$ cat config.mk
export PLATFORM = sky130hd
export DESIGN_NAME = amp_protection_fault_monitor
export DESIGN_NICKNAME = d
export VERILOG_FILES = /design/src/rtl/amp_fault_pkg.sv /design/src/rtl/sticky_flags.sv /design/src/rtl/clip_detector.sv /design/src/rtl/amp_protection_fault_monitor.sv
export VERILOG_INCLUDE_DIRS = /design/src /design/src/rtl
export SDC_FILE = /design/constraint.sdc
export NUM_CORES = 1
export LEC_CHECK = 0
export BUFFER_PORTS_ARGS = -buffer_cell sky130_fd_sc_hd__buf_2
export CORE_MARGIN = 2
export CORE_UTILIZATION = 40
export CTS_BUF_LIST = sky130_fd_sc_hd__clkbuf_16
export DETAILED_ROUTE_END_ITERATION = 16
export GPL_ROUTABILITY_DRIVEN = 0
export PLACE_DENSITY_LB_ADDON = 0.05
export SLEW_MARGIN = 20
export SYNTH_ARGS = -nofsm -noshare
export SYNTH_HDL_FRONTEND = slang
export SYNTH_SLANG_ARGS = --single-unit
$ cat constraint.sdc
create_clock -name ref_clk -period 6.5 [get_ports ref_clk]
set_input_delay 1.3 -clock ref_clk [delete_from_list [all_inputs] [get_ports ref_clk]]
set_output_delay 1.3 -clock ref_clk [all_outputs]
set_load 0.01 [all_outputs]
$ cat src/rtl/amp_fault_params.svh
// Register offsets, field positions, reset values and bit layouts
// Assumes inclusion by the protection and fault monitor module
`ifndef AMP_FAULT_PARAMS_SVH
`define AMP_FAULT_PARAMS_SVH

// Register offsets
`define OFS_STATE_CONTROL      8'h00
`define OFS_MISC_CONTROL_ONE   8'h01
`define OFS_MISC_CONTROL_THREE 8'h21
`define OFS_CLIP_WINDOW_COUNT  8'h23
`define OFS_CURRENT_LIMIT_STAT 8'h25
`define OFS_GLOBAL_FAULT_STAT  8'h30
`define OFS_CHANNEL_FAULT_STAT 8'h31
`define OFS_WARNING_STAT       8'h32
`define OFS_PIN_MASK           8'h33
`define OFS_PROTECT_CONFIG     8'h34

// Reset values
`define RST_STATE_CONTROL      8'h00
`define RST_MISC_CONTROL_ONE   8'h00
`define RST_MISC_CONTROL_THREE 8'h00
`define RST_CLIP_WINDOW_COUNT  8'h14
`define RST_PIN_MASK           8'h00
`define RST_PROTECT_CONFIG     8'h02

// Field positions
`define BIT_CURRENT_LEVEL_SEL  4
`define BIT_WARN_LEVEL_LO      5
`define BIT_WARN_LEVEL_HI      6
`define BIT_AUTO_RECOVER       3
`define BIT_ERROR_CLEAR        7
`define BIT_CLIP_NONLATCH      0
`define BIT_DIAG_ENABLE        1

// Pin mask bits
`define MASK_CLIP              0
`define MASK_CURRENT_CLAMP     1
`define MASK_THERMAL_WARNING   2
`define MASK_DC_OFFSET         3
`define MASK_OVERCURRENT       4
`define MASK_THERMAL_SHUTDOWN  5
`define MASK_SUPPLY            6
`define MASK_CLOCK_ERROR       7

// Sticky flag vector layout
`define FLG_SUPPLY_LOW_PS      0
`define FLG_SUPPLY_LOW_BAT     1
`define FLG_SUPPLY_HIGH        2
`define FLG_THERMAL_SHUTDOWN   3
`define FLG_CLOCK_ERROR        4
`define FLG_OVERCURRENT_TRIP   5
`define FLG_DC_OFFSET          6
`define FLG_CH_THERMAL_SHUT    7
`define FLG_RESET_WARNING      8
`define FLG_CLIP               9
`define FLG_THERMAL_WARNING    10
`define FLG_CH_THERMAL_WARNING 11
`define FLG_CURRENT_CLAMP      12
`define FLG_COUNT              13

`endif

$ cat src/rtl/amp_fault_pkg.sv
// Types shared by the protection and fault monitor modules
// Assumes the analog comparators deliver levels synchronous to ref_clk
package amp_fault_pkg;

  // Comparator and sensor levels from the analog side
  typedef struct packed {
    logic       current_clamp_lo;
    logic       current_clamp_hi;
    logic       overcurrent_trip_lo;
    logic       overcurrent_trip_hi;
    logic       dc_offset_high;
    logic       pwm_full_duty;
    logic       pwm_cycle_tick;
    logic [3:0] thermal_warning_lvl;
    logic       thermal_shutdown;
    logic       channel_thermal_warning;
    logic       channel_thermal_shutdown;
    logic       power_stage_supply_low;
    logic       battery_supply_low;
    logic       supply_high;
    logic       clock_error;
  } sense_type;

  // Register access from the serial slave
  typedef struct packed {
    logic       wr;
    logic       rd;
    logic [7:0] addr;
    logic [7:0] wdata;
  } reg_req_type;

  // Channel output stage command
  typedef enum logic [1:0] {
    drive_hiz,
    drive_mute,
    drive_play
  } drive_type;

  // Overcurrent recovery sequence
  typedef enum logic [1:0] {
    oc_run,
    oc_tripped,
    oc_diag_start,
    oc_diag_wait
  } oc_state_type;

endpackage

$ cat src/rtl/sticky_flags.sv
// Bank of sticky flags set by hardware events, cleared by one pulse
// Assumes set and clear are synchronous to ref_clk
`timescale 1ns/1ns
module sticky_flags #(
  parameter int WIDTH = 13
) (
  input  wire logic             ref_clk,
  input  wire logic             reset,
  input  wire logic [WIDTH-1:0] set_in,
  input  wire logic             clear,
  output logic      [WIDTH-1:0] flags_r
);

  // Set beats clear so an event in the clear cycle is never lost
  genvar g;
  generate
    for (g = 0; g < WIDTH; g = g + 1) begin : gen_flag
      always_ff @(posedge ref_clk) begin
        if (reset) begin
          flags_r[g] <= 1'b0;
        end else if (set_in[g]) begin
          flags_r[g] <= 1'b1;
        end else if (clear) begin
          flags_r[g] <= 1'b0;
        end
      end
    end
  endgenerate

endmodule // sticky_flags

$ cat src/rtl/clip_detector.sv
// Counts consecutive full-duty PWM cycles against the clip window
// Assumes one tick per PWM cycle and a full-duty level from the modulator
`timescale 1ns/1ns
module clip_detector (
  input  wire logic       ref_clk,
  input  wire logic       reset,
  input  wire logic       full_duty,
  input  wire logic       cycle_tick,
  input  wire logic [7:0] window,
  output logic            clip_r
);

  logic [7:0] run_r;
  logic [7:0] run_nxt;

  // Run length of full-duty cycles, saturating at the top
  always_comb begin
    run_nxt = run_r;
    if (!full_duty) begin
      run_nxt = 8'h00;
    end else if (cycle_tick && run_r != 8'hff) begin
      run_nxt = run_r + 8'h01;
    end
  end

  always_ff @(posedge ref_clk) begin
    if (reset) begin
      run_r <= 8'h00;
    end else begin
      run_r <= run_nxt;
    end
  end

  // Live clip level; drops as soon as duty falls below full
  always_ff @(posedge ref_clk) begin
    if (reset) begin
      clip_r <= 1'b0;
    end else begin
      clip_r <= full_duty && (run_nxt >= window);
    end
  end

endmodule // clip_detector

$ cat src/rtl/amp_protection_fault_monitor.sv
// Protection and fault monitor for a one-channel class-D amplifier
// Assumes a serial slave delivers register accesses as reg_req pulses
// What this block does
// - Current clamp cuts PWM pulses, reports warning pin and status only
// - Misc control one bit 4 selects between two current thresholds
// - Overcurrent trip: Hi-Z, fault bit, error pin, held until clear
// - After clear with diagnostics on, run diagnostics until load is good
// - Diagnostics off: stay Hi-Z until host clears after fault removed
// - DC offset over threshold: Hi-Z, fault bit, error pin
// - Mask bit can keep DC offset fault off the error pin
// - Clip warns once full duty lasts the clip window, pin maskable
// - Clip latches by default; non-latching mode follows the live clip level
// - Four selectable thermal warning levels drive alert pin unless masked
// - Thermal shutdown goes Hi-Z; auto-recovery bit restores state control
// - In auto-recovery the error pin still waits for the clear bit
// - Channel thermal warning sets warning bit and alert pin unless masked
// - Channel thermal shutdown Hi-Z, recovers below warning if auto-recovery
// - Supply low on either rail sets status and error pin
// - Reset restores all defaults, sets reset warning and alert pin
// - Power-stage supply high sets status and error pin
// - Error pin is active low for all listed fault categories
// - Error pin holds until clear, thermal auto-recovery included
// - Every fault report stays set until the clear bit is written
// - Masks gate only the pins; all categories reach pins after reset
// - Alert pin latches until the clear bit, except non-latching clip, which drives it live
`timescale 1ns/1ns
`include "amp_fault_params.svh"
module amp_protection_fault_monitor
  import amp_fault_pkg::*;
(
  input  wire logic        ref_clk,
  input  wire logic        reset,
  input  wire sense_type   sense,
  input  wire reg_req_type reg_req,
  input  wire logic        diag_done,
  input  wire logic        diag_load_fault,
  output logic [7:0]       rd_data_r,
  output logic             rd_valid_r,
  output logic             serial_release_r,
  output drive_type        channel_drive_r,
  output logic             pulse_cut_r,
  output logic             diag_start_r,
  output logic             error_flag_n_out,
  output logic             error_flag_n_oe,
  output logic             alert_flag_n_out,
  output logic             alert_flag_n_oe
);

  // Pick one of two comparator levels by a select bit
  function automatic logic pick2(input logic sel, input logic lo,
                                 input logic hi);
    pick2 = sel ? hi : lo;
  endfunction

  // Decode the state control field into a drive command
  function automatic drive_type decode_drive(input logic [1:0] code);
    if (code == 2'h2) begin
      decode_drive = drive_play;
    end else if (code == 2'h1) begin
      decode_drive = drive_mute;
    end else begin
      decode_drive = drive_hiz;
    end
  endfunction

  logic [7:0]           state_control_r;
  logic [7:0]           misc_control_one_r;
  logic [7:0]           misc_control_three_r;
  logic [7:0]           clip_window_count_r;
  logic [7:0]           pin_mask_r;
  logic [7:0]           protect_config_r;
  logic                 clear_pulse_r;
  logic                 por_pending_r;
  logic [`FLG_COUNT-1:0] flag_set;
  logic [`FLG_COUNT-1:0] flags_r;
  logic                 clip_live_r;
  logic                 clamp_hit;
  logic                 trip_hit;
  logic                 warn_hit;
  logic                 auto_recover;
  logic                 clip_nonlatch;
  logic                 thermal_hold_r;
  logic                 channel_thermal_hold_r;
  logic                 dc_hold_r;
  oc_state_type         oc_state_r;
  oc_state_type         oc_state_nxt;
  logic                 error_latch_r;
  logic                 alert_latch_r;
  logic                 error_event;
  logic                 alert_event;
  logic                 supply_bad;
  logic [7:0]           rd_nxt;

  // Configuration fields
  assign auto_recover  = misc_control_three_r[`BIT_AUTO_RECOVER];
  assign clip_nonlatch = protect_config_r[`BIT_CLIP_NONLATCH];

  // Threshold selection for clamp, trip and warning level
  assign clamp_hit = pick2(misc_control_one_r[`BIT_CURRENT_LEVEL_SEL],
                           sense.current_clamp_lo,
                           sense.current_clamp_hi);
  assign trip_hit  = pick2(misc_control_one_r[`BIT_CURRENT_LEVEL_SEL],
                           sense.overcurrent_trip_lo,
                           sense.overcurrent_trip_hi);
  assign warn_hit  = sense.thermal_warning_lvl[
                       misc_control_one_r[`BIT_WARN_LEVEL_HI:
                                          `BIT_WARN_LEVEL_LO]];
  assign supply_bad = sense.power_stage_supply_low |
                      sense.battery_supply_low | sense.supply_high;

  // Register writes; the clear bit never stores, it only fires a pulse
  always_ff @(posedge ref_clk) begin
    if (reset) begin
      state_control_r      <= `RST_STATE_CONTROL;
      misc_control_one_r   <= `RST_MISC_CONTROL_ONE;
      misc_control_three_r <= `RST_MISC_CONTROL_THREE;
      clip_window_count_r  <= `RST_CLIP_WINDOW_COUNT;
      pin_mask_r           <= `RST_PIN_MASK;
      protect_config_r     <= `RST_PROTECT_CONFIG;
    end else if (reg_req.wr) begin
      if (reg_req.addr == `OFS_STATE_CONTROL) begin
        state_control_r <= reg_req.wdata;
      end else if (reg_req.addr == `OFS_MISC_CONTROL_ONE) begin
        misc_control_one_r <= reg_req.wdata;
      end else if (reg_req.addr == `OFS_MISC_CONTROL_THREE) begin
        misc_control_three_r <= reg_req.wdata & 8'h7f;
      end else if (reg_req.addr == `OFS_CLIP_WINDOW_COUNT) begin
        clip_window_count_r <= reg_req.wdata;
      end else if (reg_req.addr == `OFS_PIN_MASK) begin
        pin_mask_r <= reg_req.wdata;
      end else if (reg_req.addr == `OFS_PROTECT_CONFIG) begin
        protect_config_r <= reg_req.wdata;
      end
    end
  end

  // One-cycle clear pulse from a write of the clear bit
  always_ff @(posedge ref_clk) begin
    if (reset) begin
      clear_pulse_r <= 1'b0;
    end else begin
      clear_pulse_r <= reg_req.wr &&
                       reg_req.addr == `OFS_MISC_CONTROL_THREE &&
                       reg_req.wdata[`BIT_ERROR_CLEAR];
    end
  end

  // Reset warning is raised on the first cycle after reset release
  always_ff @(posedge ref_clk) begin
    if (reset) begin
      por_pending_r <= 1'b1;
    end else begin
      por_pending_r <= 1'b0;
    end
  end

  // Serial interface stays released while reset holds
  always_ff @(posedge ref_clk) begin
    if (reset) begin
      serial_release_r <= 1'b1;
    end else begin
      serial_release_r <= 1'b0;
    end
  end

  clip_detector u_clip (
    .ref_clk    (ref_clk),
    .reset      (reset),
    .full_duty  (sense.pwm_full_duty),
    .cycle_tick (sense.pwm_cycle_tick),
    .window     (clip_window_count_r),
    .clip_r     (clip_live_r)
  );

  // Events feeding the sticky reports
  always_comb begin
    flag_set = '0;
    flag_set[`FLG_SUPPLY_LOW_PS]      = sense.power_stage_supply_low;
    flag_set[`FLG_SUPPLY_LOW_BAT]     = sense.battery_supply_low;
    flag_set[`FLG_SUPPLY_HIGH]        = sense.supply_high;
    flag_set[`FLG_THERMAL_SHUTDOWN]   = sense.thermal_shutdown;
    flag_set[`FLG_CLOCK_ERROR]        = sense.clock_error;
    flag_set[`FLG_OVERCURRENT_TRIP]   = trip_hit;
    flag_set[`FLG_DC_OFFSET]          = sense.dc_offset_high;
    flag_set[`FLG_CH_THERMAL_SHUT]    = sense.channel_thermal_shutdown;
    flag_set[`FLG_RESET_WARNING]      = por_pending_r;
    flag_set[`FLG_CLIP]               = clip_live_r;
    flag_set[`FLG_THERMAL_WARNING]    = warn_hit;
    flag_set[`FLG_CH_THERMAL_WARNING] = sense.channel_thermal_warning;
    flag_set[`FLG_CURRENT_CLAMP]      = clamp_hit;
  end

  // All reports hold until the clear pulse
  sticky_flags #(
    .WIDTH (`FLG_COUNT)
  ) u_flags (
    .ref_clk (ref_clk),
    .reset   (reset),
    .set_in  (flag_set),
    .clear   (clear_pulse_r),
    .flags_r (flags_r)
  );

  // Clamp cuts the current PWM pulse and keeps the channel running
  always_ff @(posedge ref_clk) begin
    if (reset) begin
      pulse_cut_r <= 1'b0;
    end else begin
      pulse_cut_r <= clamp_hit;
    end
  end

  // Overcurrent recovery: trip, wait for clear, optional diagnostics
  always_comb begin
    oc_state_nxt = oc_state_r;
    case (oc_state_r)
      oc_run: begin
        if (trip_hit) begin
          oc_state_nxt = oc_tripped;
        end
      end
      oc_tripped: begin
        if (clear_pulse_r && !trip_hit) begin
          if (protect_config_r[`BIT_DIAG_ENABLE]) begin
            oc_state_nxt = oc_diag_start;
          end else begin
            oc_state_nxt = oc_run;
          end
        end
      end
      oc_diag_start: begin
        oc_state_nxt = oc_diag_wait;
      end
      oc_diag_wait: begin
        if (diag_done) begin
          if (diag_load_fault) begin
            oc_state_nxt = oc_diag_start;
          end else begin
            oc_state_nxt = oc_run;
          end
        end
      end
      default: begin
        oc_state_nxt = oc_tripped;
      end
    endcase
  end

  always_ff @(posedge ref_clk) begin
    if (reset) begin
      oc_state_r <= oc_run;
    end else begin
      oc_state_r <= oc_state_nxt;
    end
  end

  // Diagnostics request pulse, one per diagnostics pass
  always_ff @(posedge ref_clk) begin
    if (reset) begin
      diag_start_r <= 1'b0;
    end else begin
      diag_start_r <= (oc_state_nxt == oc_diag_start);
    end
  end

  // DC offset holds the channel off until the clear pulse
  always_ff @(posedge ref_clk) begin
    if (reset) begin
      dc_hold_r <= 1'b0;
    end else if (sense.dc_offset_high) begin
      dc_hold_r <= 1'b1;
    end else if (clear_pulse_r) begin
      dc_hold_r <= 1'b0;
    end
  end

  // Global thermal shutdown: latched, or released once cool if recovering
  always_ff @(posedge ref_clk) begin
    if (reset) begin
      thermal_hold_r <= 1'b0;
    end else if (sense.thermal_shutdown) begin
      thermal_hold_r <= 1'b1;
    end else if (auto_recover || clear_pulse_r) begin
      thermal_hold_r <= 1'b0;
    end
  end

  // Channel shutdown auto-recovers only below the channel warning level
  always_ff @(posedge ref_clk) begin
    if (reset) begin
      channel_thermal_hold_r <= 1'b0;
    end else if (sense.channel_thermal_shutdown) begin
      channel_thermal_hold_r <= 1'b1;
    end else if ((auto_recover && !sense.channel_thermal_warning) ||
                 clear_pulse_r) begin
      channel_thermal_hold_r <= 1'b0;
    end
  end

  // Any hold forces Hi-Z; otherwise follow the state control register.
  // Masks are not consulted here, so protection never depends on them.
  always_ff @(posedge ref_clk) begin
    if (reset) begin
      channel_drive_r <= drive_hiz;
    end else if (oc_state_r != oc_run || trip_hit || dc_hold_r ||
                 sense.dc_offset_high || thermal_hold_r ||
                 sense.thermal_shutdown || channel_thermal_hold_r ||
                 sense.channel_thermal_shutdown || supply_bad) begin
      channel_drive_r <= drive_hiz;
    end else begin
      channel_drive_r <= decode_drive(state_control_r[1:0]);
    end
  end

  // Unmasked fault categories for the error pin
  assign error_event =
    (trip_hit && !pin_mask_r[`MASK_OVERCURRENT]) ||
    (sense.dc_offset_high && !pin_mask_r[`MASK_DC_OFFSET]) ||
    ((sense.thermal_shutdown || sense.channel_thermal_shutdown) &&
     !pin_mask_r[`MASK_THERMAL_SHUTDOWN]) ||
    (supply_bad && !pin_mask_r[`MASK_SUPPLY]) ||
    (sense.clock_error && !pin_mask_r[`MASK_CLOCK_ERROR]);

  // Unmasked warnings for the alert pin; clamp never reaches error pin
  assign alert_event =
    por_pending_r ||
    (clamp_hit && !pin_mask_r[`MASK_CURRENT_CLAMP]) ||
    (clip_live_r && !clip_nonlatch &&
     !pin_mask_r[`MASK_CLIP]) ||
    ((warn_hit || sense.channel_thermal_warning) &&
     !pin_mask_r[`MASK_THERMAL_WARNING]);

  // Error latch holds through thermal auto-recovery until the clear
  always_ff @(posedge ref_clk) begin
    if (reset) begin
      error_latch_r <= 1'b0;
    end else if (error_event) begin
      error_latch_r <= 1'b1;
    end else if (clear_pulse_r) begin
      error_latch_r <= 1'b0;
    end
  end

  // Alert latch; the reset warning makes it start asserted
  always_ff @(posedge ref_clk) begin
    if (reset) begin
      alert_latch_r <= 1'b1;
    end else if (alert_event) begin
      alert_latch_r <= 1'b1;
    end else if (clear_pulse_r) begin
      alert_latch_r <= 1'b0;
    end
  end

  // Open-drain error pin: drive low from the event until the clear pulse
  always_ff @(posedge ref_clk) begin
    if (reset) begin
      error_flag_n_out <= 1'b0;
      error_flag_n_oe  <= 1'b0;
    end else begin
      error_flag_n_out <= 1'b0;
      error_flag_n_oe  <= error_latch_r || error_event;
    end
  end

  // Non-latching clip follows the live level, outside the alert latch
  always_ff @(posedge ref_clk) begin
    if (reset) begin
      alert_flag_n_out <= 1'b0;
      alert_flag_n_oe  <= 1'b0;
    end else begin
      alert_flag_n_out <= 1'b0;
      alert_flag_n_oe  <= alert_latch_r || alert_event ||
                          (clip_live_r && clip_nonlatch &&
                           !pin_mask_r[`MASK_CLIP]);
    end
  end

  // Read multiplexer; unmapped offsets read zero
  always_comb begin
    rd_nxt = 8'h00;
    if (reg_req.addr == `OFS_STATE_CONTROL) begin
      rd_nxt = state_control_r;
    end else if (reg_req.addr == `OFS_MISC_CONTROL_ONE) begin
      rd_nxt = misc_control_one_r;
    end else if (reg_req.addr == `OFS_MISC_CONTROL_THREE) begin
      rd_nxt = misc_control_three_r;
    end else if (reg_req.addr == `OFS_CLIP_WINDOW_COUNT) begin
      rd_nxt = clip_window_count_r;
    end else if (reg_req.addr == `OFS_CURRENT_LIMIT_STAT) begin
      rd_nxt = {7'h00, flags_r[`FLG_CURRENT_CLAMP]};
    end else if (reg_req.addr == `OFS_GLOBAL_FAULT_STAT) begin
      rd_nxt = {3'h0, flags_r[`FLG_CLOCK_ERROR:`FLG_SUPPLY_LOW_PS]};
    end else if (reg_req.addr == `OFS_CHANNEL_FAULT_STAT) begin
      rd_nxt = {5'h00,
                flags_r[`FLG_CH_THERMAL_SHUT:`FLG_OVERCURRENT_TRIP]};
    end else if (reg_req.addr == `OFS_WARNING_STAT) begin
      rd_nxt = {4'h0, flags_r[`FLG_CH_THERMAL_WARNING],
                flags_r[`FLG_THERMAL_WARNING],
                clip_nonlatch ? clip_live_r : flags_r[`FLG_CLIP],
                flags_r[`FLG_RESET_WARNING]};
    end else if (reg_req.addr == `OFS_PIN_MASK) begin
      rd_nxt = pin_mask_r;
    end else if (reg_req.addr == `OFS_PROTECT_CONFIG) begin
      rd_nxt = protect_config_r;
    end
  end

  // Read data registered one cycle after the read strobe
  always_ff @(posedge ref_clk) begin
    if (reset) begin
      rd_data_r  <= 8'h00;
      rd_valid_r <= 1'b0;
    end else begin
      rd_data_r  <= reg_req.rd ? rd_nxt : rd_data_r;
      rd_valid_r <= reg_req.rd;
    end
  end

endmodule // amp_protection_fault_monitor

; Yosys cells after proc, flatten, opt, wreduce, memory -nomap -nowiden
; Index checks and enable logic that the tools add are counted.
; Widths: inputs -> output; s select.
[word_totals]
regBits = 92
[classes]
n_eq_ne = 16
bitwise = 7
reduce_logical = 78
order_cmp = 2
n_mux = 45
n_addsub = 1
[ops]
columns = cell, n
row1 = $mux 8, 12
row2 = $eq 8x6->1 const B, 8
row3 = $reduce_bool 2->1, 17
row4 = $mux 1, 25
row5 = $logic_or 1x1->1, 22
row6 = $logic_and 1x1->1, 17
row7 = $mux 2, 6
row8 = $logic_not 1->1, 11
row9 = $add 8x1->8 const B, 1
row10 = $eq 2x2->1 const B, 4
row11 = $eq 8x1->1 const B, 1
row12 = $ge 8x8->1, 1
row13 = $logic_not 8->1, 1
row14 = $ne 8x8->1 const B, 1
row15 = $pmux 2 s4, 1
row16 = $reduce_and 7->1, 1
row17 = $reduce_and 6->1, 1
row18 = $not 1->1, 5
row19 = $reduce_and 5->1, 1
row20 = $eq 2x1->1 const B, 2
row21 = $reduce_and 4->1, 1
row22 = $reduce_or 2->1, 2
row23 = $lt 2x3->1 const B, 1
row24 = $reduce_and 3->1, 1
row25 = 5 further kinds, 6

; Depth between registers and ports, before layout
; Gate-level depths: netlist of run 1.
[depth]
word_depth = 11
ltp_mapped = 11
mapped_depth_nobuf = 11

; Cells and area by module
; From an unflattened synthesis of run 1, not the netlist that was laid out.
[unflattened]
hier_cells = 513
area_unflattened_um2 = 4528.1
[modules_own_cells]
columns = mod, area_each_um2, instances, cells_per_inst
row1 = amp_protection_fault_monitor, 3382.0, 1, 380
row2 = clip_detector, 669.4, 1, 79
row3 = sticky_flags, 476.7, 1, 54

; Worst setup path after synthesis of run 1
; No wires, ideal clock.
[synth_timing]
kind = input-to-reg
start = input port sense[11] (netlist bit)
end = register u_clip.clip_r
arrival_time_ns = 2.602
required_time_ns = 6.367
setup_time_ns = 0.133
slack_ns = 3.765
cell_stages = 9
cell_sequence = o21ai_0 > xnor2_1 > nand2_1 > ha_1 > nand2b_1 > a21o_1 > a21o_1 > a21oi_1 > o21ai_0
[synth_via]
elab_chain_len = 5
[synth_lines]
columns = item, line_no
row1 = from (decl), amp_protection_fault_monitor.sv:33  ; input wire sense_type sense,
row2 = $logic_and 1x1->1, clip_detector.sv:21  ; end else if (cycle_tick && run_r != 8'hff) begin
row3 = $mux 8, clip_detector.sv:21
row4 = $mux 8, clip_detector.sv:19  ; if (!full_duty) begin
row5 = $ge 8x8->1, clip_detector.sv:39  ; clip_r <= full_duty && (run_nxt >= window);
row6 = $logic_and 1x1->1, clip_detector.sv:39
row7 = to (signal assigned), clip_detector.sv:39
row8 = to (decl), clip_detector.sv:10  ; output logic clip_r
; No other way between the ends.
; A chain may end at the register's enable or synchronous reset.

; Worst setup path after layout of run 1
[layout_timing]
start = input port reg_req[8] (netlist bit)
end = register clip_window_count_r[2]
[layout_via]
elab_chain_len = 3
elab_cells_between_ends = 8
classes_between = eq/ne: 3 / bitwise: 3 / reduce/logical: 2
[layout_lines]
columns = item, line_no
row1 = from (decl), amp_protection_fault_monitor.sv:34  ; input wire reg_req_type reg_req,
row2 = "$eq 8x6->1 (no line), or another cell as far along", --
row3 = $not 1->1 (no line), --
row4 = $reduce_and 5->1 (no line) *, --
row5 = to (signal assigned), amp_protection_fault_monitor.sv:117  ; clip_window_count_r <= `RST_CLIP_WINDOW_COUNT;
row6 = to (signal assigned), amp_protection_fault_monitor.sv:128  ; clip_window_count_r <= reg_req.wdata;
row7 = to (decl), amp_protection_fault_monitor.sv:69  ; logic [7:0] clip_window_count_r;
; Mark *: on every way between the ends. The rest lies on a longest branch, timed or not.

==> out/results.ini, run 1 <==
[flow_run]
drv_cap=0

[setup_path]
crit_fanout=21
critPathLaunch=reg_req[8]
r2r_setup_slack_ps=4000
path_class=in2reg
worstPathRequired_ps=6740
r2r-start=u_clip.run_r[0]
start_kind=input port
endpoint_kind=flop
r2r-end=u_clip.clip_r
rr_worst_depth=11
worstPathArrival_ps=3060

[synthesis]
postSynthAreaPerCell_um2=9.10
yosys-top-cells-count=nor2_1, dfxtp_1, mux2i_1
syn_inst=483
synth_most_common_cell=nor2_1
yosys.area.top_type=dfxtp_1
synth_seq_area_share_pct=41.9
synth_area_um2=4390
synthDistinctLibCells=68
synth-main-ff-cell=dfxtp_1
synth_area_leaders=dfxtp_1, mux2i_1, nor2_1
yosysTopAreaCellShare_pct=41.9
async_flop_share_pct=0
synth_seq_cells=92
synth_edf_count=0
synth_warnings=0

[sta]
slew_viol_final=0
finalSetupTns_ps=0
skew_ps=5.73
fmax_mhz=354
period_share_pct=43.5
maxSlewHeadroom_pct=39.9
tightestPinTransition_ps=902
period_needed_ps=2820
hold_viol_final=0
setup_violations=0
rsz0062_at_grt=no

[final_layout]
fin_nets=578
antenna_cells=0
drive_gt1_share_pct=18.2
areaGrowthSynthToFinish_pct=14.6
fin_cells=673

[run_status]
status=complete, no violations

[drt]
via_per_inst=5.37
routedWlPerCell_um=17.6
ant_nets=0
drt_first_pass_iters=5
dr_total_vias=3617
first_iter_violations=238
drc=0
drt_wl_total_mm=11.8

[cts]
cts_setup_buffers=0
clock-root-buffer=clkbuf_16
hold_buffers=0
cts_buffers=9
insertion_delay_ps=350
postCtsResizedCells=0
path_clk_slew_ps=60
htreeDepth=3
cts.sinks=92
cts_buffer_depth=2
cts_tree=yes

[global_routing]
use_met1_pct=30.5
grt_pass1_vias=3321
grt_most_used_layer=met2
antenna_found_initial=0
grt-ovfl-total=0
grt_pass1_wl_mm=18.4
grt.total_usage_pct=21.2
grt_max_degree=85
gr-usage-met2_pct=31.0
use_met3_pct=4.12

[floorplan]
fp.dieH_um=109
die_w_um=109
dieArea_um2=11800
io_pins=58
core_region_area_um2=10800
initial_core_util_pct=40.7
rows=38

[hold_path]
holdPathEnd=error_flag_n_oe
hp-start=error_latch_r
hold_path.class=reg2reg
hold_depth=2

[placement]
detailed_place_hpwl_mm=8.77
port_buffers=55
dp_cells=658

[pwr]
p_leak_nw=2.10
ir_worst_vdd_mv=0.142
powerDensity_nw_per_um2=234

-- power breakdown --
group	internal (mW)	switching, mW
Sequential	0.575	0.00692
Combinational	0.0315	0.0594
Clock	0.292	0.213
Total	0.899	0.279
-- logic make-up after synthesis --
group / synth area share (%)
compound gates: 13.5
buf+inv: 4.21
xor+xnor: 0.997
simple gates: 22.9
mux: 13.8
flops: 41.9
fa+ha+maj: 2.56
other cells: 0.0853
-- critical path: stages --
cell and delay, ps:
buf_2 380, nor3b_2 490, nand3_2 210, nor2_4 330, nor2_1 80, a211o_1 270
-- flip-flops by register name (all words and copies together) (netlist names), 2 cells and up --
name and flops:
protect_config_r 8, oc_state_r 2, clip_window_count_r 8, channel_drive_r 2, pin_mask_r 8, misc_control_three_r 7, misc_control_one_r 8, u_flags.flags_r 13
rd_data_r 8, u_clip.run_r 8, state_control_r 8
-- metrics by stage --
stage	instance area [um2]	setup WS [ps]	hold slack, ps	util (%)	power, mW
after floorplan	4400	3760	426	-	0.648
after global placement	4750	3410	434	44.0	0.685
after detailed placement	4750	3330	441	44.0	0.686
after CTS	5030	3690	452	46.6	1.19
after global routing	5030	3520	464	46.6	1.22
final	5030	3680	450	46.6	1.18
-- how the worst max path moves through the flow --
stage,end,slack [ps],depth (start not counted)
floorplan,u_clip.clip_r,3760,9
global placement,clip_window_count_r[2],3410,6
detailed placement,clip_window_count_r[2],3330,6
CTS,clip_window_count_r[2],3690,6
global route,clip_window_count_r[2],3520,6
finish,clip_window_count_r[2],3680,6
-- layout make-up --
cell class | count | area, um2
Clock buffer | 9 | 225
Tap cell | 140 | 175
Fill cell | 1036 | 5760
Inverter | 20 | 75.1
Clock inverter | 6 | 55.1
Sequential cell | 92 | 1840
Timing Repair Buffer | 57 | 290
Multi-Input combinational cell | 349 | 2370
-- per-layer routing --
metal	routed length (um)	part of all wire [%]
met1	5890	50
met2	5130	43
met3	607	5.1
met4	224	1.9
met5	0	0
-- placed cells by master, fill, tap and decap left out, types with 10 or more instances in the layout --
cell type and instances:
buf_2 55, a22oi_1 10, mux2i_1 54, o21ai_0 13, a21oi_1 22, nor2_1 94
dfxtp_1 92, nand3_1 14, nand2_1 15, inv_1 20
(Power assumes the default switching activity.)
==> run 2, diff against run 1 <==
- ABC_AREA: unset -> 1
- clock period: 6.5 -> 2.4 ns (I/O delays scaled with it)
==> run 2 against run 1 <==
- sequential power grew to 2.7 times the previous value
- clock skew grew 0.89 ps
- highest routed layer unchanged
- combinational power increased to 2.7 times the previous value
- final cell count increased by 19%
- largest power group unchanged
- hold slack worse by 82 ps
- worst setup slack lost 3600 ps
- critical path depth grew 9
- count of clock-buffer cells in the layout unchanged
- power grew to 2.7 times the previous value
- wire length rose by 2.6%
- sequential share of layout area is 1.3 points lower
==> out/results.ini, run 2 <==
[synthesis]
synth_most_common_cell=dfxtp_1
synthDistinctLibCells=45
synth_seq_area_share_pct=42.5
synth_seq_cells=92
synth_area_um2=4340
yosys-top-cells-count=dfxtp_1, nand2_1, inv_1
yosysTopAreaCellShare_pct=42.5
postSynthAreaPerCell_um2=7.39
synth_area_leaders=dfxtp_1, a21oi_1, nand2_1
syn_inst=587
synth_warnings=0
synth_edf_count=0
async_flop_share_pct=0
synth-main-ff-cell=dfxtp_1
yosys.area.top_type=dfxtp_1

[floorplan]
initial_core_util_pct=40.5
rows=38
dieArea_um2=11700
io_pins=58
fp.dieH_um=108
die_w_um=108
core_region_area_um2=10700

[hold_path]
hold_depth=3
hp-start=sense[0]
holdPathEnd=u_flags.flags_r[4]
hold_path.class=in2reg

[global_routing]
antenna_found_initial=0
grt.total_usage_pct=21.4
grt_pass1_wl_mm=18.9
grt_max_degree=32
grt_pass1_vias=3737
grt-ovfl-total=0

[cts]
htreeDepth=3
clock-root-buffer=clkbuf_16
cts_buffers=9
cts.sinks=92
cts_buffer_depth=2
cts_tree=yes
path_clk_slew_ps=70
insertion_delay_ps=340
hold_buffers=0

[setup_path]
crit_chain=ha_4, inv_4, nor4_4, nand3_2, nand2_4, buf_12, o21ai_4, nor2_2, ha_1, a21oi_2, o21ai_1, nand2_1, o2111ai_2, nand3_1, inv_1
rr_worst_depth=15
path_class=reg2reg
r2r_setup_slack_ps=100
worstPathRequired_ps=2640
critPathLaunch=u_clip.run_r[1]
crit_family=simple AND/OR/NAND/NOR gates
crit_fanout=5
crit_slowest_cell=dfxtp_4
r2r-start=u_clip.run_r[1]
r2r-end=u_clip.clip_r
endpoint_kind=flop
worstPathArrival_ps=2530
critPathMaxStageDelay_ps=370
crit_buf_inv=3
start_kind=flop

[final_layout]
antenna_cells=0
multi_input_area_um2=2180
regArea_um2=1850
largest_reg_flops=13
fin_cells=798
areaGrowthSynthToFinish_pct=20.7
fin_nets=702
final_common_cell=dfxtp_1
final_util_pct=48.9
layout_common_cells=dfxtp_1, nand2_1, inv_1
largest-register=u_flags.flags_r
fill_cells=1130
drive_gt1_share_pct=22.8

[sta]
period_share_pct=95.8
maxSlewHeadroom_pct=65.0
fmax_mhz=435
hold_viol_final=0
tightestPinTransition_ps=525
setup_violations=0
slew_viol_final=0
skew_ps=6.62
period_needed_ps=2300
rsz0062_at_grt=yes

[placement]
detailed_place_hpwl_mm=9.13
dp_cells=773
port_buffers=55

[pwr]
ir_worst_vdd_mv=0.311
clkPwrFrac_pct=43.4
seqPwrFrac_pct=49.1
p_leak_nw=2.25
p_int_mw=2.44
power_mw=3.20
powerDensity_nw_per_um2=612
combPwrFrac_pct=7.5
sw_frac_of_total_pct=23.9
switching_power_uw=765

[drt]
routedWlPerCell_um=15.2
drt_first_pass_iters=4
dr_total_vias=4021
first_iter_violations=318
drt_wl_total_mm=12.2
drc=0
ant_nets=0
via_per_inst=5.04

[run_status]
status=complete, no violations

[flow_run]
drv_cap=0

run 2: changes by cell type after synthesis, moves of 6 or more:
| cell | before | now |
|---|---|---|
| a22oi_1 | 10 | 1 |
| nand2b_1 | 7 | 0 |
| nand3_1 | 14 | 30 |
| o21ai_0 | 13 | 60 |
| mux2i_1 | 54 | 1 |
| inv_2 | 0 | 8 |
| inv_1 | 20 | 71 |
| nor2b_1 | 6 | 0 |
| nand2_1 | 15 | 87 |
| a21oi_1 | 22 | 68 |
| o211ai_1 | 0 | 6 |
| nor2_1 | 94 | 60 |
run 2: cell type report:
type	count	share of cell area, %
Timing Repair Buffer	73	8.08
Multi-Input combinational cell	394	41.6
Tap cell	140	3.35
Clock buffer	9	4.30
Sequential cell	92	35.3
Inverter	83	6.19
Clock inverter	7	1.15
run 2: cells by family (layout without fill, tap and decap cells):
group	count (synthesis)	in the layout	share of synthesized area [%]
other	1	2	0.0864
XOR/XNOR	3	3	0.606
buffers and inverters	102	172	9.69
multiplexers	1	1	0.231
AO/OA/AOI/OAI	153	153	19.2
flip-flops	92	92	42.5
adder cells (fa/ha/maj)	9	9	2.60
AND/OR/NAND/NOR	226	226	25.1
run 2: how the worst max path moves through the flow:
stage	to	slack, ps	depth (start not counted)
2_1_floorplan	u_clip.clip_r	210	15
3_3_place_gp	u_clip.clip_r	50	15
5_1_grt	u_clip.clip_r	-70	16
4_1_cts	u_clip.clip_r	30	17
3_5_place_dp	u_clip.clip_r	-40	15
6_report	u_clip.clip_r	100	15
run 2: per-stage QoR:
stage / setup slack [ps] / hold slack (ps) / setup TNS, ps / cell area (um2)
final: 102 / 368 / 0 / 5230
after global routing: -73.2 / 386 / -73.2 / 5230
after detailed placement: -36.7 / 410 / -36.7 / 4760
after global placement: 54.6 / 410 / 0 / 4760
after CTS: 34.4 / 363 / 0 / 5060
after floorplan: 214 / 399 / 0 / 4340
run 2: layer usage:
layer	vias up	track usage [%]	share of wire (%)
met5	-	0	0
met4	0	7.23	1.6
met3	16	3.50	4.3
met2	74	36.5	49
met1	1868	27.4	45
li1	2063	-	-
run 2: worst min-delay path, stage by stage:
cell and delay [ps]:
buf_2 90, a21oi_1 40, nor2_1 70
run 2: what timing repair did:
action | CTS | global route
endpoints found under the hold margin | 0 | 0
pin swaps | 1 | 22
setup endpoints to repair | 1 | 1
resized for setup | 3 | 28
buffers inserted | 1 | 8
run 2: power groups by stage:
stage / Sequential (mW) / Combinational [mW] / Clock [mW]
after detailed placement: 1.61 / 0.224 / 0
after global placement: 1.61 / 0.222 / 0
after global routing: 1.58 / 0.268 / 1.49
after CTS: 1.57 / 0.226 / 1.42
final: 1.57 / 0.241 / 1.39
after floorplan: 1.61 / 0.122 / 0
==> run 3, diff against run 2 <==
==> constraint.sdc (replaced) <==
create_clock -name ref_clk -period 1.9 [get_ports ref_clk]
set_input_delay 0 -clock ref_clk [delete_from_list [all_inputs] [get_ports ref_clk]]
set_output_delay 0 -clock ref_clk [all_outputs]
set_load 0.01 [all_outputs]
==> run 3 against run 2 <==
- the flow now finishes with violations (negative setup slack)
- combinational power grew 36%
- power grew 28%
- register-to-register slack got worse by 400 ps
- hold slack got worse by 350 ps
- sequential share of layout area down 1.7 points
- via count up 2.1%
- critical endpoint unchanged
==> out/results.ini, run 3 (synthesis gave the netlist of run 2 again) <==
[final_layout]
layout_common_cells=dfxtp_1, nand2_1, inv_1
drive_gt1_share_pct=24.5
antenna_cells=0
largest_reg_flops=13
areaGrowthSynthToFinish_pct=26.7
fin_nets=731
largest-register=u_flags.flags_r
final_common_cell=dfxtp_1
fin_cells=827

[setup_path]
worstPathArrival_ps=2440
critPathLaunch=u_clip.run_r[1]
endpoint=u_clip.clip_r
rr_worst_depth=16
start_kind=flop
r2r_setup_slack_ps=-300
crit_fanout=6
endpoint_kind=flop
r2r-start=u_clip.run_r[1]
r2r-end=u_clip.clip_r
path_class=reg2reg
worstPathRequired_ps=2140

[global_routing]
grt.total_usage_pct=23.6
grt_pass1_vias=4007
grt_pass1_wl_mm=20.7
grt-ovfl-total=0
grt_max_degree=47
antenna_found_initial=0

[floorplan]
core_region_area_um2=10700
die_w_um=108
initial_core_util_pct=40.5
rows=38
io_pins=58
fp.dieH_um=108
dieArea_um2=11700

[sta]
slew_viol_final=0
fmax_mhz=455
fin_ws_ps=-297
rsz0062_at_grt=yes
skew_ps=3.75
period_share_pct=116
period_needed_ps=2200
hold_viol_final=0
setup_violations=2

[hold_path]
hold_path.class=in2reg

[cts]
htreeDepth=3
cts.sinks=92
insertion_delay_ps=340
clock-root-buffer=clkbuf_16
cts_buffers=9
cts_tree=yes
cts_buffer_depth=2
path_clk_slew_ps=70

[drt]
via_per_inst=4.96
drc=0
first_iter_violations=242
routedWlPerCell_um=15.4
ant_nets=0
drt_first_pass_iters=4
drt_wl_total_mm=12.7
dr_total_vias=4106

[pwr]
power_mw=4.10
ir_worst_vdd_mv=0.471
powerDensity_nw_per_um2=746
p_leak_nw=2.37

[placement]
port_buffers=55
detailed_place_hpwl_mm=9.47
dp_cells=783

[run_status]
violations=negative setup slack
status=finished, violations left

[flow_run]
drv_cap=0

## run 3: changes by cell type in the layout (fill, tap and decap cells not counted), moves of 3 or more
| cell | change |
|---|---|
| clkinv_2 | +3 |
| nand2_1 | -3 |
| nand2_2 | +3 |
| dlygate4sd3_1 | +16 |
| buf_6 | +3 |
| buf_4 | +10 |
## run 3: where the power goes
part | switching [mW] | internal (mW)
Sequential | 0.0218 | 1.97
Combinational | 0.200 | 0.128
Clock | 0.767 | 1.01
Total | 0.989 | 3.11
## run 3: worst max-delay path: stages (launching register included)
cell       delay, ps
dfxtp_4          360
ha_4             130
inv_2             40
nor4_4           300
nand3_2          130
nand2_4          140
inv_6             50
or2_0            200
nand3_2           80
ha_1             140
inv_1             40
a21oi_2          120
o21ai_1           80
nand2_1           80
o2111ai_2        100
nand3_1           80
inv_1             40
## run 3: cell type report
class / instances / area, um2
Inverter: 83 / 322
Tap cell: 140 / 175
Clock inverter: 7 / 65.1
Multi-Input combinational cell: 394 / 2190
Fill cell: 1084 / 5200
Timing Repair inverter: 1 / 3.75
Timing Repair Buffer: 101 / 672
Clock buffer: 9 / 225
Sequential cell: 92 / 1850
## run 3: worst min-delay path by stage
| stage | start | end | depth (start not counted) |
|---|---|---|---|
| after floorplan | reset | serial_release_r | 0 |
| after global placement | sense[1] | u_flags.flags_r[2] | 3 |
| after detailed placement | sense[1] | u_flags.flags_r[2] | 3 |
| after CTS | reg_req[3] | protect_config_r[3] | 3 |
| after global routing | reg_req[3] | state_control_r[3] | 3 |
| final | reg_req[3] | protect_config_r[3] | 3 |
## run 3: timing repair
action / in CTS / in global routing
resized for setup: 10 / 17
cloned: 1 / 0
setup buffers: 12 / 3
endpoints found under the setup margin: 1 / 3
hold buffers: 16 / 0
endpoints found under the hold margin: 21 / 0
pin swaps: 13 / 11
## run 3: through the flow
stage	TNS, ps	instance area (um2)	util, %	hold slack, ps	worst slack, ps
finish	-383	5500	51.4	21.2	-297
global route	-656	5500	51.4	35.9	-484
CTS	-465	5430	50.8	9.38	-254
detailed placement	-347	4850	45.4	245	-347
global placement	-284	4850	45.4	223	-284
floorplan	-218	4360	-	27.7	-218
## run 3: metal layers
metal,GRT usage [%],up-vias,routed length (um)
met3,3.13,15,624
met1,33.3,1875,6170
met2,36.9,94,5680
met4,8.79,0,248
met5,0,-,0
li1,-,2122,-
